<file path="src/pkg/hiccup_pkg.sv">
package hiccup_pkg;

  // ****************************************
  // Clock and time base
  // ****************************************
  localparam int CLK_HZ = 100_000_000;
  localparam int CLK_MHZ = CLK_HZ / 1_000_000;
  localparam int CNT_W = 20;

  // ****************************************
  // Documented times, in their own units
  // ****************************************
  localparam int POR_DELAY_US = 6800;
  localparam int SAMPLE_US = 3400;
  localparam int SOFT_START_US = 6800;
  localparam int REFRESH_US = 100;
  localparam int BLANK_NS = 200;
  localparam int MIN_LOW_NS = 425;
  localparam int SW_SLOW_HZ = 300_000;
  localparam int SW_FAST_HZ = 600_000;

  // ****************************************
  // Derived cycle counts
  // ****************************************
  localparam int POR_DELAY_CYC = POR_DELAY_US * CLK_MHZ;
  localparam int SAMPLE_CYC = SAMPLE_US * CLK_MHZ;
  localparam int SOFT_START_CYC = SOFT_START_US * CLK_MHZ;
  localparam int REFRESH_CYC = REFRESH_US * CLK_MHZ;
  localparam int BLANK_CYC = (BLANK_NS * CLK_MHZ + 999) / 1000;
  localparam int MIN_LOW_CYC = (MIN_LOW_NS * CLK_MHZ + 999) / 1000;
  localparam int PERIOD_SLOW_CYC = CLK_HZ / SW_SLOW_HZ;
  localparam int PERIOD_FAST_CYC = CLK_HZ / SW_FAST_HZ;

  // ****************************************
  // Ramp and threshold constants
  // ****************************************
  localparam int SS_STEPS = 64;
  localparam logic [5:0] SS_LAST_STEP = 6'h3F;
  localparam logic [5:0] SS_ZERO_STEP = 6'h00;
  localparam logic [8:0] DISABLE_MV = 9'h12C;
  localparam logic [8:0] MAX_DETECT_MV = 9'h1DB;
  localparam logic [1:0] NARROW_LIMIT = 2'h3;

  typedef enum {
    ST_POR_WAIT,
    ST_SAMPLE,
    ST_DUMMY1,
    ST_DUMMY2,
    ST_SOFT,
    ST_RUN,
    ST_SHUT
  } seq_state_type;

  // Sampled resistor voltage and presence, as seen at the end of the sample
  typedef struct packed {
    logic open;
    logic [8:0] level_mv;
  } sense_type;

  typedef struct packed {
    logic high;
    logic low;
  } gate_pair_type;

endpackage

</file>
<file path="src/core/soft_start_ramp.sv">
`timescale 1ns/10ps
`default_nettype none

module soft_start_ramp
  import hiccup_pkg::*;
#(
  parameter int STEP_CYCLES = SOFT_START_CYC / SS_STEPS
) (
  input wire logic clk,
  input wire logic rst,
  input wire logic start,
  output logic [5:0] step,
  output logic busy,
  output logic done
);

  logic [CNT_W-1:0] cnt;
  logic [CNT_W-1:0] next_cnt;
  logic [5:0] next_step;
  logic next_busy;
  logic next_done;

  // ****************************************
  // Ramp: 64 equal steps, restart on start
  // ****************************************
  always_comb begin
    next_cnt = cnt;
    next_step = step;
    next_busy = busy;
    next_done = 1'b0;
    if (start) begin
      next_cnt = '0;
      next_step = SS_ZERO_STEP;
      next_busy = 1'b1;
    end else if (busy) begin
      if (cnt == CNT_W'(STEP_CYCLES - 1)) begin
        next_cnt = '0;
        if (step == SS_LAST_STEP) begin
          next_busy = 1'b0;
          next_done = 1'b1;
        end else begin
          next_step = step + 6'h01;
        end
      end else begin
        next_cnt = cnt + CNT_W'(1);
      end
    end
  end

  always_ff @(posedge clk or posedge rst) begin
    if (rst) begin
      cnt <= '0;
      step <= 6'h00;
      busy <= 1'b0;
      done <= 1'b0;
    end else begin
      cnt <= next_cnt;
      step <= next_step;
      busy <= next_busy;
      done <= next_done;
    end
  end

endmodule

`default_nettype wire

</file>
<file path="src/core/buck_fault_hiccup_sequencer.sv">
// Operation
// - Threshold sample accepted from 0 to 475mV
// - Sample above 0.3V disables overcurrent guard
// - Absent resistor disables overcurrent guard
// - Overcurrent stops both gates immediately
// - Two dummy soft-starts before each retry attempt; first start ramps directly
// - Trip during real ramp restarts dummy pair
// - Hiccup period between 13.6ms and 20.4ms
// - Fault gone: ramp completes, regulation continues
// - Guard active in soft-start, same sequence
// - Enable pin low holds shutdown
// - Fixed switching frequency per variant
// - Sequence timing independent of switching clock
// - Long high-side on forces one low cycle
// - Boot refresh works with guard disabled
// - Each soft-start: 64 steps over 6.8ms
// - Third narrow low pulse stretched to 425ns while guard active
// - Trip window 200ns after low rise
// - Enable release resamples; retries reuse threshold
`timescale 1ns/10ps
`default_nettype none

module buck_fault_hiccup_sequencer
  import hiccup_pkg::*;
#(
  parameter bit FAST_VARIANT = 1'b0,
  parameter int POR_DELAY_CYCLES = POR_DELAY_CYC,
  parameter int SAMPLE_CYCLES = SAMPLE_CYC,
  parameter int SOFT_START_CYCLES = SOFT_START_CYC,
  parameter int REFRESH_CYCLES = REFRESH_CYC
) (
  input wire logic clk,
  input wire logic rst,
  input wire logic enable_pin,
  input wire logic trip_cmp_pin,
  input wire sense_type trip_set_sense,
  input wire logic pwm_request,
  output logic high_side_gate_drive,
  output logic low_side_gate_drive,
  output logic [5:0] ref_step,
  output logic [8:0] trip_level_mv,
  output logic overcurrent_guard,
  output logic regulating
);

  localparam int PERIOD_CYC = FAST_VARIANT ? PERIOD_FAST_CYC : PERIOD_SLOW_CYC;

  // ****************************************
  // Pin synchronisers
  // ****************************************
  logic [1:0] sync1;
  logic [1:0] sync2;
  logic en_sync;
  logic oc_sync;

  always_ff @(posedge clk or posedge rst) begin
    if (rst) begin
      sync1 <= 2'h0;
      sync2 <= 2'h0;
    end else begin
      sync1 <= {trip_cmp_pin, enable_pin};
      sync2 <= sync1;
    end
  end

  assign en_sync = sync2[0];
  assign oc_sync = sync2[1];

  // ****************************************
  // Sequencer
  // ****************************************
  seq_state_type state;
  seq_state_type next_state;
  logic [CNT_W-1:0] wait_cnt;
  logic [CNT_W-1:0] next_wait_cnt;
  logic [8:0] next_trip_level_mv;
  logic next_overcurrent_guard;
  logic ss_start;
  logic next_ss_start;
  logic ss_busy;
  logic ss_done;
  logic [5:0] ss_step;
  logic trip;
  logic sw_on;

  soft_start_ramp #(
    .STEP_CYCLES(SOFT_START_CYCLES / SS_STEPS)
  ) u_ramp (
    .clk(clk),
    .rst(rst),
    .start(ss_start),
    .step(ss_step),
    .busy(ss_busy),
    .done(ss_done)
  );

  always_comb begin
    next_state = state;
    next_wait_cnt = wait_cnt;
    next_trip_level_mv = trip_level_mv;
    next_overcurrent_guard = overcurrent_guard;
    next_ss_start = 1'b0;
    if (!en_sync) begin
      next_state = ST_SHUT;
      next_wait_cnt = '0;
    end else begin
      case (state)
        ST_SHUT: begin
          next_state = ST_POR_WAIT;
          next_wait_cnt = '0;
        end
        ST_POR_WAIT: begin
          next_wait_cnt = wait_cnt + CNT_W'(1);
          if (wait_cnt == CNT_W'(POR_DELAY_CYCLES - 1)) begin
            next_state = ST_SAMPLE;
            next_wait_cnt = '0;
          end
        end
        ST_SAMPLE: begin
          next_wait_cnt = wait_cnt + CNT_W'(1);
          if (wait_cnt == CNT_W'(SAMPLE_CYCLES - 1)) begin
            next_wait_cnt = '0;
            next_trip_level_mv = (trip_set_sense.level_mv > MAX_DETECT_MV) ?
                                 MAX_DETECT_MV : trip_set_sense.level_mv;
            next_overcurrent_guard = !trip_set_sense.open &&
                                     (trip_set_sense.level_mv <= DISABLE_MV);
            next_state = ST_SOFT;
            next_ss_start = 1'b1;
          end
        end
        ST_DUMMY1: begin
          // A done pulse left over from a cut real ramp must not count
          if (ss_done && !ss_start) begin
            next_state = ST_DUMMY2;
            next_ss_start = 1'b1;
          end
        end
        ST_DUMMY2: begin
          if (ss_done && !ss_start) begin
            next_state = ST_SOFT;
            next_ss_start = 1'b1;
          end
        end
        ST_SOFT: begin
          if (trip) begin
            next_state = ST_DUMMY1;
            next_ss_start = 1'b1;
          end else if (ss_done) begin
            next_state = ST_RUN;
          end
        end
        ST_RUN: begin
          if (trip) begin
            next_state = ST_DUMMY1;
            next_ss_start = 1'b1;
          end
        end
        default: begin
          next_state = ST_SHUT;
        end
      endcase
    end
  end

  always_ff @(posedge clk or posedge rst) begin
    if (rst) begin
      state <= ST_POR_WAIT;
      wait_cnt <= '0;
      trip_level_mv <= 9'h000;
      overcurrent_guard <= 1'b0;
      ss_start <= 1'b0;
    end else begin
      state <= next_state;
      wait_cnt <= next_wait_cnt;
      trip_level_mv <= next_trip_level_mv;
      overcurrent_guard <= next_overcurrent_guard;
      ss_start <= next_ss_start;
    end
  end

  // ****************************************
  // Gate drive, stretching, boot refresh
  // ****************************************
  logic [8:0] period_cnt;
  logic [8:0] next_period_cnt;
  logic [8:0] low_width;
  logic [8:0] next_low_width;
  logic [8:0] low_run;
  logic [8:0] next_low_run;
  logic [CNT_W-1:0] high_run;
  logic [CNT_W-1:0] next_high_run;
  logic [1:0] narrow_cnt;
  logic [1:0] next_narrow_cnt;
  logic [8:0] stretch_cnt;
  logic [8:0] next_stretch_cnt;
  logic refresh;
  logic next_refresh;
  gate_pair_type next_gates;
  logic [5:0] next_ref_step;
  logic next_regulating;
  logic period_start;
  logic low_force;

  assign sw_on = (state == ST_SOFT) || (state == ST_RUN);
  assign period_start = (period_cnt == 9'h000);
  assign trip = overcurrent_guard && sw_on && low_side_gate_drive && oc_sync &&
                (low_run >= 9'(BLANK_CYC));

  always_comb begin
    next_period_cnt = (period_cnt == 9'(PERIOD_CYC - 1)) ?
                      9'h000 : period_cnt + 9'h001;
    next_narrow_cnt = narrow_cnt;
    next_stretch_cnt = (stretch_cnt != 9'h000) ? stretch_cnt - 9'h001 : 9'h000;
    next_refresh = refresh;
    next_low_width = low_width;
    if (period_start) begin
      next_refresh = sw_on && (high_run >= CNT_W'(REFRESH_CYCLES));
      next_low_width = 9'h000;
      if (!overcurrent_guard || !sw_on) begin
        next_narrow_cnt = 2'h0;
      end else if (low_width < 9'(MIN_LOW_CYC)) begin
        // Two narrow pulses seen: the coming third one is stretched
        if (narrow_cnt == NARROW_LIMIT - 2'h2) begin
          next_narrow_cnt = 2'h0;
          next_stretch_cnt = 9'(MIN_LOW_CYC);
        end else begin
          next_narrow_cnt = narrow_cnt + 2'h1;
        end
      end else begin
        next_narrow_cnt = 2'h0;
      end
    end else if (low_side_gate_drive) begin
      next_low_width = low_width + 9'h001;
    end
    low_force = (stretch_cnt != 9'h000) || refresh;
    next_gates.high = sw_on && !trip && pwm_request && !low_force;
    next_gates.low = sw_on && !trip && (!pwm_request || low_force);
    next_low_run = !next_gates.low ? 9'h000 :
                   (low_run == 9'h1FF) ? low_run : low_run + 9'h001;
    next_high_run = !next_gates.high ? '0 :
                    (high_run == CNT_W'(REFRESH_CYCLES)) ? high_run : high_run + CNT_W'(1);
    next_ref_step = (!sw_on || ss_start) ? SS_ZERO_STEP : (ss_busy ? ss_step : SS_LAST_STEP);
    next_regulating = (state == ST_RUN);
  end

  always_ff @(posedge clk or posedge rst) begin
    if (rst) begin
      period_cnt <= 9'h000;
      low_width <= 9'h000;
      low_run <= 9'h000;
      high_run <= '0;
      narrow_cnt <= 2'h0;
      stretch_cnt <= 9'h000;
      refresh <= 1'b0;
      high_side_gate_drive <= 1'b0;
      low_side_gate_drive <= 1'b0;
      ref_step <= 6'h00;
      regulating <= 1'b0;
    end else begin
      period_cnt <= next_period_cnt;
      low_width <= next_low_width;
      low_run <= next_low_run;
      high_run <= next_high_run;
      narrow_cnt <= next_narrow_cnt;
      stretch_cnt <= next_stretch_cnt;
      refresh <= next_refresh;
      high_side_gate_drive <= next_gates.high;
      low_side_gate_drive <= next_gates.low;
      ref_step <= next_ref_step;
      regulating <= next_regulating;
    end
  end

endmodule

`default_nettype wire

</file>
<file path="config.mk">
export PLATFORM = sky130hd
export DESIGN_NAME = buck_fault_hiccup_sequencer
export DESIGN_NICKNAME = d
export VERILOG_FILES = /design/src/pkg/hiccup_pkg.sv /design/src/core/soft_start_ramp.sv /design/src/core/buck_fault_hiccup_sequencer.sv
export SDC_FILE = /design/constraint.sdc
export NUM_CORES = 1
export LEC_CHECK = 0
export BUFFER_PORTS_ARGS = -buffer_cell sky130_fd_sc_hd__clkbuf_2
export CAP_MARGIN = 20
export CORE_MARGIN = 2
export CORE_UTILIZATION = 43
export DETAILED_ROUTE_END_ITERATION = 7
export GPL_TIMING_DRIVEN = 0
export SLEW_MARGIN = 30
export SYNTH_ARGS = -nofsm -noshare
export SYNTH_HDL_FRONTEND = slang
export SYNTH_SLANG_ARGS = --single-unit
</file>
<file path="constraint.sdc">
create_clock -name clk -period 4.26 [get_ports clk]
set_input_delay 0.639 -clock clk [delete_from_list [all_inputs] [get_ports clk]]
set_output_delay 0.639 -clock clk [all_outputs]
set_load 0.03 [all_outputs]
</file>
==> metrics.txt <==
# TYPE chip_impl_metric gauge
chip_impl_metric{name="drt_wl_total",unit="um"} 13250
chip_impl_metric{name="pre_cts_slack",unit="ns"} 1.807
chip_impl_metric{name="multiInputGateArea",unit="um^2"} 3062
chip_impl_metric{name="timing.reg2reg.setup_slack",unit="ns"} 1.77
chip_impl_metric{name="global_placement_routability_congestion",unit=""} 0.8217
chip_impl_info{name="timing.rr.start",value="u_ramp.cnt[0]$_DFFE_PP0P_"} 1
chip_impl_info{name="worstSetupPathType",value="flip-flop to flip-flop"} 1
chip_impl_info{name="critPathLaunch",value="u_ramp.cnt[0]$_DFFE_PP0P_"} 1
chip_impl_info{name="most_frequent_cell_after_synthesis",value="dfrtp_1"} 1
chip_impl_metric{name="period_share",unit=""} 0.5856
chip_impl_info{name="grt_setup_unrepaired",value="no"} 1
chip_impl_metric{name="die_height",unit="um"} 128.3
chip_impl_metric{name="drt_pass1_iterations",unit=""} 5
chip_impl_metric{name="netlist.area_leader.share",unit=""} 0.5046
chip_impl_metric{name="post_cts_resize_count",unit=""} 0
chip_impl_metric{name="layout_setup_ws",unit="ns"} 1.765
chip_impl_metric{name="drt-vias-per-instance",unit=""} 5.376
chip_impl_info{name="prevailing_post_synth_register_cell",value="dfrtp_1"} 1
chip_impl_metric{name="grt_pass1_vias",unit=""} 4985
chip_impl_metric{name="floorplan.rows",unit=""} 45
chip_impl_metric{name="initial_standard_cell_utilization_of_the_core",unit=""} 0.4387
chip_impl_info{name="outcome",value="finished clean"} 1
chip_impl_metric{name="maximum_number_of_pins_on_one_net_before_global_route_repair",unit=""} 69
chip_impl_metric{name="cap_viol_max_count",unit=""} 0
chip_impl_metric{name="buffer_ports.inserted",unit=""} 33
chip_impl_metric{name="filler_cell_count",unit=""} 1364
chip_impl_info{name="cpMaxStageDelayCell",value="o21ai_0"} 1
chip_impl_metric{name="timing_hold_violations_final",unit=""} 0
chip_impl_metric{name="area.sequential",unit="um^2"} 3353
chip_impl_metric{name="drv_slew",unit=""} 0
chip_impl_metric{name="timing.final.crit_period",unit="ns"} 2.495
chip_impl_info{name="post_synth_main_area_contributors",value="dfrtp_1 (50%), xor2_1 (5.8%), nor2_1 (5.7%), nand3_1 (3.2%), xnor2_1 (3.2%)"} 1
chip_impl_metric{name="avgRoutedWirePerCell",unit="um"} 14.08
chip_impl_metric{name="max_slew.worst_pin.slew",unit="ns"} 0.8302
chip_impl_metric{name="worst_skew_pair.late_latency",unit="ns"} 0.42
chip_impl_metric{name="vias",unit=""} 5059
chip_impl_metric{name="cpPeakStageDelay",unit="ns"} 0.73
chip_impl_metric{name="grt_antenna_before_repair",unit=""} 0
chip_impl_metric{name="wire_length_of_the_first_global_routing_pass",unit="um"} 23140
chip_impl_metric{name="coreArea",unit="um^2"} 15150
chip_impl_metric{name="fin_cells",unit=""} 941
chip_impl_metric{name="flow.area_growth_from_synthesis",unit="%"} 16.63
chip_impl_metric{name="die_area",unit="um^2"} 16460
chip_impl_metric{name="cts.htree.levels",unit=""} 4
chip_impl_metric{name="clk_transition_reported_paths",unit="ns"} 0.06
chip_impl_metric{name="drc",unit=""} 0
chip_impl_info{name="cts_tree",value="done"} 1
chip_impl_metric{name="drt.antenna.violating_nets",unit=""} 0
chip_impl_metric{name="fmax",unit="MHz"} 400.9
chip_impl_metric{name="post-dp-hpwl",unit="um"} 9107
chip_impl_metric{name="die_width",unit="um"} 128.3
chip_impl_info{name="startpoint_type",value="flip-flop"} 1
chip_impl_metric{name="power-per-cell-area",unit="nW/um^2"} 464.7
chip_impl_metric{name="yosysWarningCount",unit=""} 0
chip_impl_info{name="root_buffer",value="clkbuf_16"} 1
chip_impl_info{name="yosys-top-cells-count",value="dfrtp_1 (134), nor2_1 (101), xor2_1 (44), nand2_1 (42), nand3_1 (42)"} 1
chip_impl_metric{name="worst_slew_margin_rel",unit=""} 0.4423
chip_impl_metric{name="cts.sinks",unit=""} 134
chip_impl_metric{name="layout.nets",unit=""} 768
chip_impl_metric{name="critical_path_peak_fanout",unit=""} 8
chip_impl_metric{name="tritoncts.num_buffers",unit=""} 17
chip_impl_metric{name="cellLeakagePower",unit="nW"} 3.435
chip_impl_metric{name="synth.avg_cell_area",unit="um^2"} 9.673
chip_impl_metric{name="ys_seq_elements",unit=""} 134
chip_impl_info{name="cpLargestDelayFamily",value="compound AO/OA/AOI/OAI gates"} 1
chip_impl_metric{name="postSynth.asyncResetShare",unit=""} 1.000
chip_impl_info{name="crit_chain",value="inv_1, ha_1, nor4b_1, nand3_1, o21ai_0, nor3b_1, a21o_1"} 1
chip_impl_metric{name="fin_setup_tns",unit="ns"} 0
chip_impl_metric{name="diodes",unit=""} 0
chip_impl_metric{name="mappedNetlistArea",unit="um^2"} 6645
chip_impl_info{name="endpoint_kind",value="flip-flop"} 1
chip_impl_metric{name="cp.required",unit="ns"} 4.57
chip_impl_metric{name="ys_seq_area_frac",unit=""} 0.5046
chip_impl_metric{name="skew",unit="ns"} 0.005134
chip_impl_metric{name="top_level_ports",unit=""} 34
chip_impl_metric{name="post-cts-setup-buffer-count",unit=""} 0
chip_impl_metric{name="setup_viol_count_final",unit=""} 0
chip_impl_metric{name="overall_routing_resource_usage",unit=""} 0.1750
chip_impl_metric{name="syn_inst",unit=""} 687
chip_impl_metric{name="synth-edff-count",unit=""} 0
chip_impl_metric{name="fraction_of_final_layout_cells_with_drive_strength_greater_than_1",unit=""} 0.1182
chip_impl_metric{name="count_of_distinct_cell_types_in_the_synthesized_netlist",unit=""} 65
chip_impl_metric{name="ctsHoldBuffers",unit=""} 0
chip_impl_info{name="holdCritPathClass",value="primary input to async pin"} 1
chip_impl_metric{name="dpl.cell_count",unit=""} 909
chip_impl_metric{name="dr.first_iter.drc_count",unit=""} 362
chip_impl_metric{name="irDropWorstVdd",unit="V"} 0.0002812
chip_impl_metric{name="cts_buffer_depth",unit=""} 2
chip_impl_metric{name="crit_path_arrival_time",unit="ns"} 2.80
chip_impl_info{name="synth_top_cell_by_area",value="dfrtp_1"} 1
chip_impl_metric{name="grt_total_ovfl",unit=""} 0
chip_impl_metric{name="postSynthNetCount",unit=""} 715
chip_impl_metric{name="crit_buf_inv",unit=""} 1
[worst register-to-register path: cells and delay by family, from the launching register on]
family | cells | cell delay, ns
compound gates | 2 | 0.92
simple gates | 3 | 0.79
buf+inv | 1 | 0.10
flops | 1 | 0.43
fa+ha+maj | 1 | 0.15
[cells by family after synthesis]
| group | Yosys count | synth area share |
|---|---|---|
| simple gates | 305 | 0.2339 |
| xor+xnor | 68 | 0.08963 |
| mux | 9 | 0.01431 |
| compound gates | 103 | 0.09848 |
| fa+ha+maj | 13 | 0.02448 |
| buf+inv | 55 | 0.03464 |
| flops | 134 | 0.5046 |
[path summary, 6_finish.rpt]
path | to | cells after the start
setup / recovery | u_ramp.cnt[2]$_DFFE_PP0P_ | 7
hold reg to reg | sync2[1]$_DFF_PP0_ | 0
setup reg to reg | u_ramp.cnt[2]$_DFFE_PP0P_ | 7
max in group asynchronous | trip_level_mv[2]$_DFFE_PP0P_ | 3
hold / removal | high_run[16]$_DFFE_PP0P_ | 2
min in group clk | sync1[0]$_DFF_PP0_ | 1
[metrics by stage]
stage                     hold WS (ns)  power [mW]  utilization  instance area (um^2)
after floorplan                 0.3312       1.822            -                  6645
after global placement          0.3382       1.948       0.4652                  7046
after detailed placement        0.3464       1.966       0.4675                  7081
after CTS                       0.2696       3.642       0.5117                  7750
after global routing            0.2991       3.777       0.5117                  7750
final                           0.2544       3.601       0.5117                  7750
[power breakdown]
part / total (mW) / internal [mW] / switching [mW]
sequential: 1.44 / 1.35 / 0.0887
combinational: 0.502 / 0.176 / 0.326
clock: 1.66 / 1.11 / 0.551
total: 3.60 / 2.64 / 0.966
[cells in the final DEF, fill, tap and decap left out, types with 3 or more instances in the layout]
cell and n:
dfrtp_1 134, nor2_1 101, xor2_1 44, nand3_1 42
nand2_1 42, inv_1 38, clkbuf_2 33, o21ai_0 31
a21oi_1 27, nand4_1 26, xnor2_1 24, nor3_1 21
clkbuf_16 17, and3_1 14, ha_1 13, nor4_1 10
clkbuf_1 9, a21o_1 8, a31oi_1 7, nand2b_1 6
and2_1 6, bufinv_16 6, o31ai_1 5, mux2i_1 5
or3_1 5, buf_2 4, nor2b_1 4, mux2_2 4
and4_1 4, a211oi_1 4, clkinv_2 4, clkinvlp_4 4
nand3b_1 3, nor4b_1 3, nand4b_1 3
[registers in the layout, indices dropped and copies added, names as in the netlist, 3 cells and up]
name,flops
ref_step,6
u_ramp.cnt,20
trip_level_mv,9
stretch_cnt,9
wait_cnt,20
high_run,20
period_cnt,9
u_ramp.step,6
state,3
low_run,9
low_width,9
[final cells by class]
| type | count | share of cell area |
|---|---|---|
| clock inverter | 14 | 0.02971 |
| tap | 188 | 0.03035 |
| timing repair buffer | 34 | 0.02486 |
| clock buffer | 18 | 0.05667 |
| sequential | 134 | 0.4327 |
| buffer | 16 | 0.01082 |
| inverter | 39 | 0.01986 |
| multi-input combinational | 498 | 0.3951 |
[per-layer routing]
| metal | wire (um) | track usage | part of all wire | up-vias |
|---|---|---|---|---|
| met3 | 519 | 0.03965 | 0.039 | 25 |
| met4 | 267 | 0.08209 | 0.020 | 0 |
| li1 | - | - | - | 2503 |
| met5 | 0 | 0 | 0 | - |
| met2 | 6175 | 0.2732 | 0.47 | 104 |
| met1 | 6289 | 0.2329 | 0.47 | 2427 |
No activity file was read; power rests on OpenSTA's default activity.
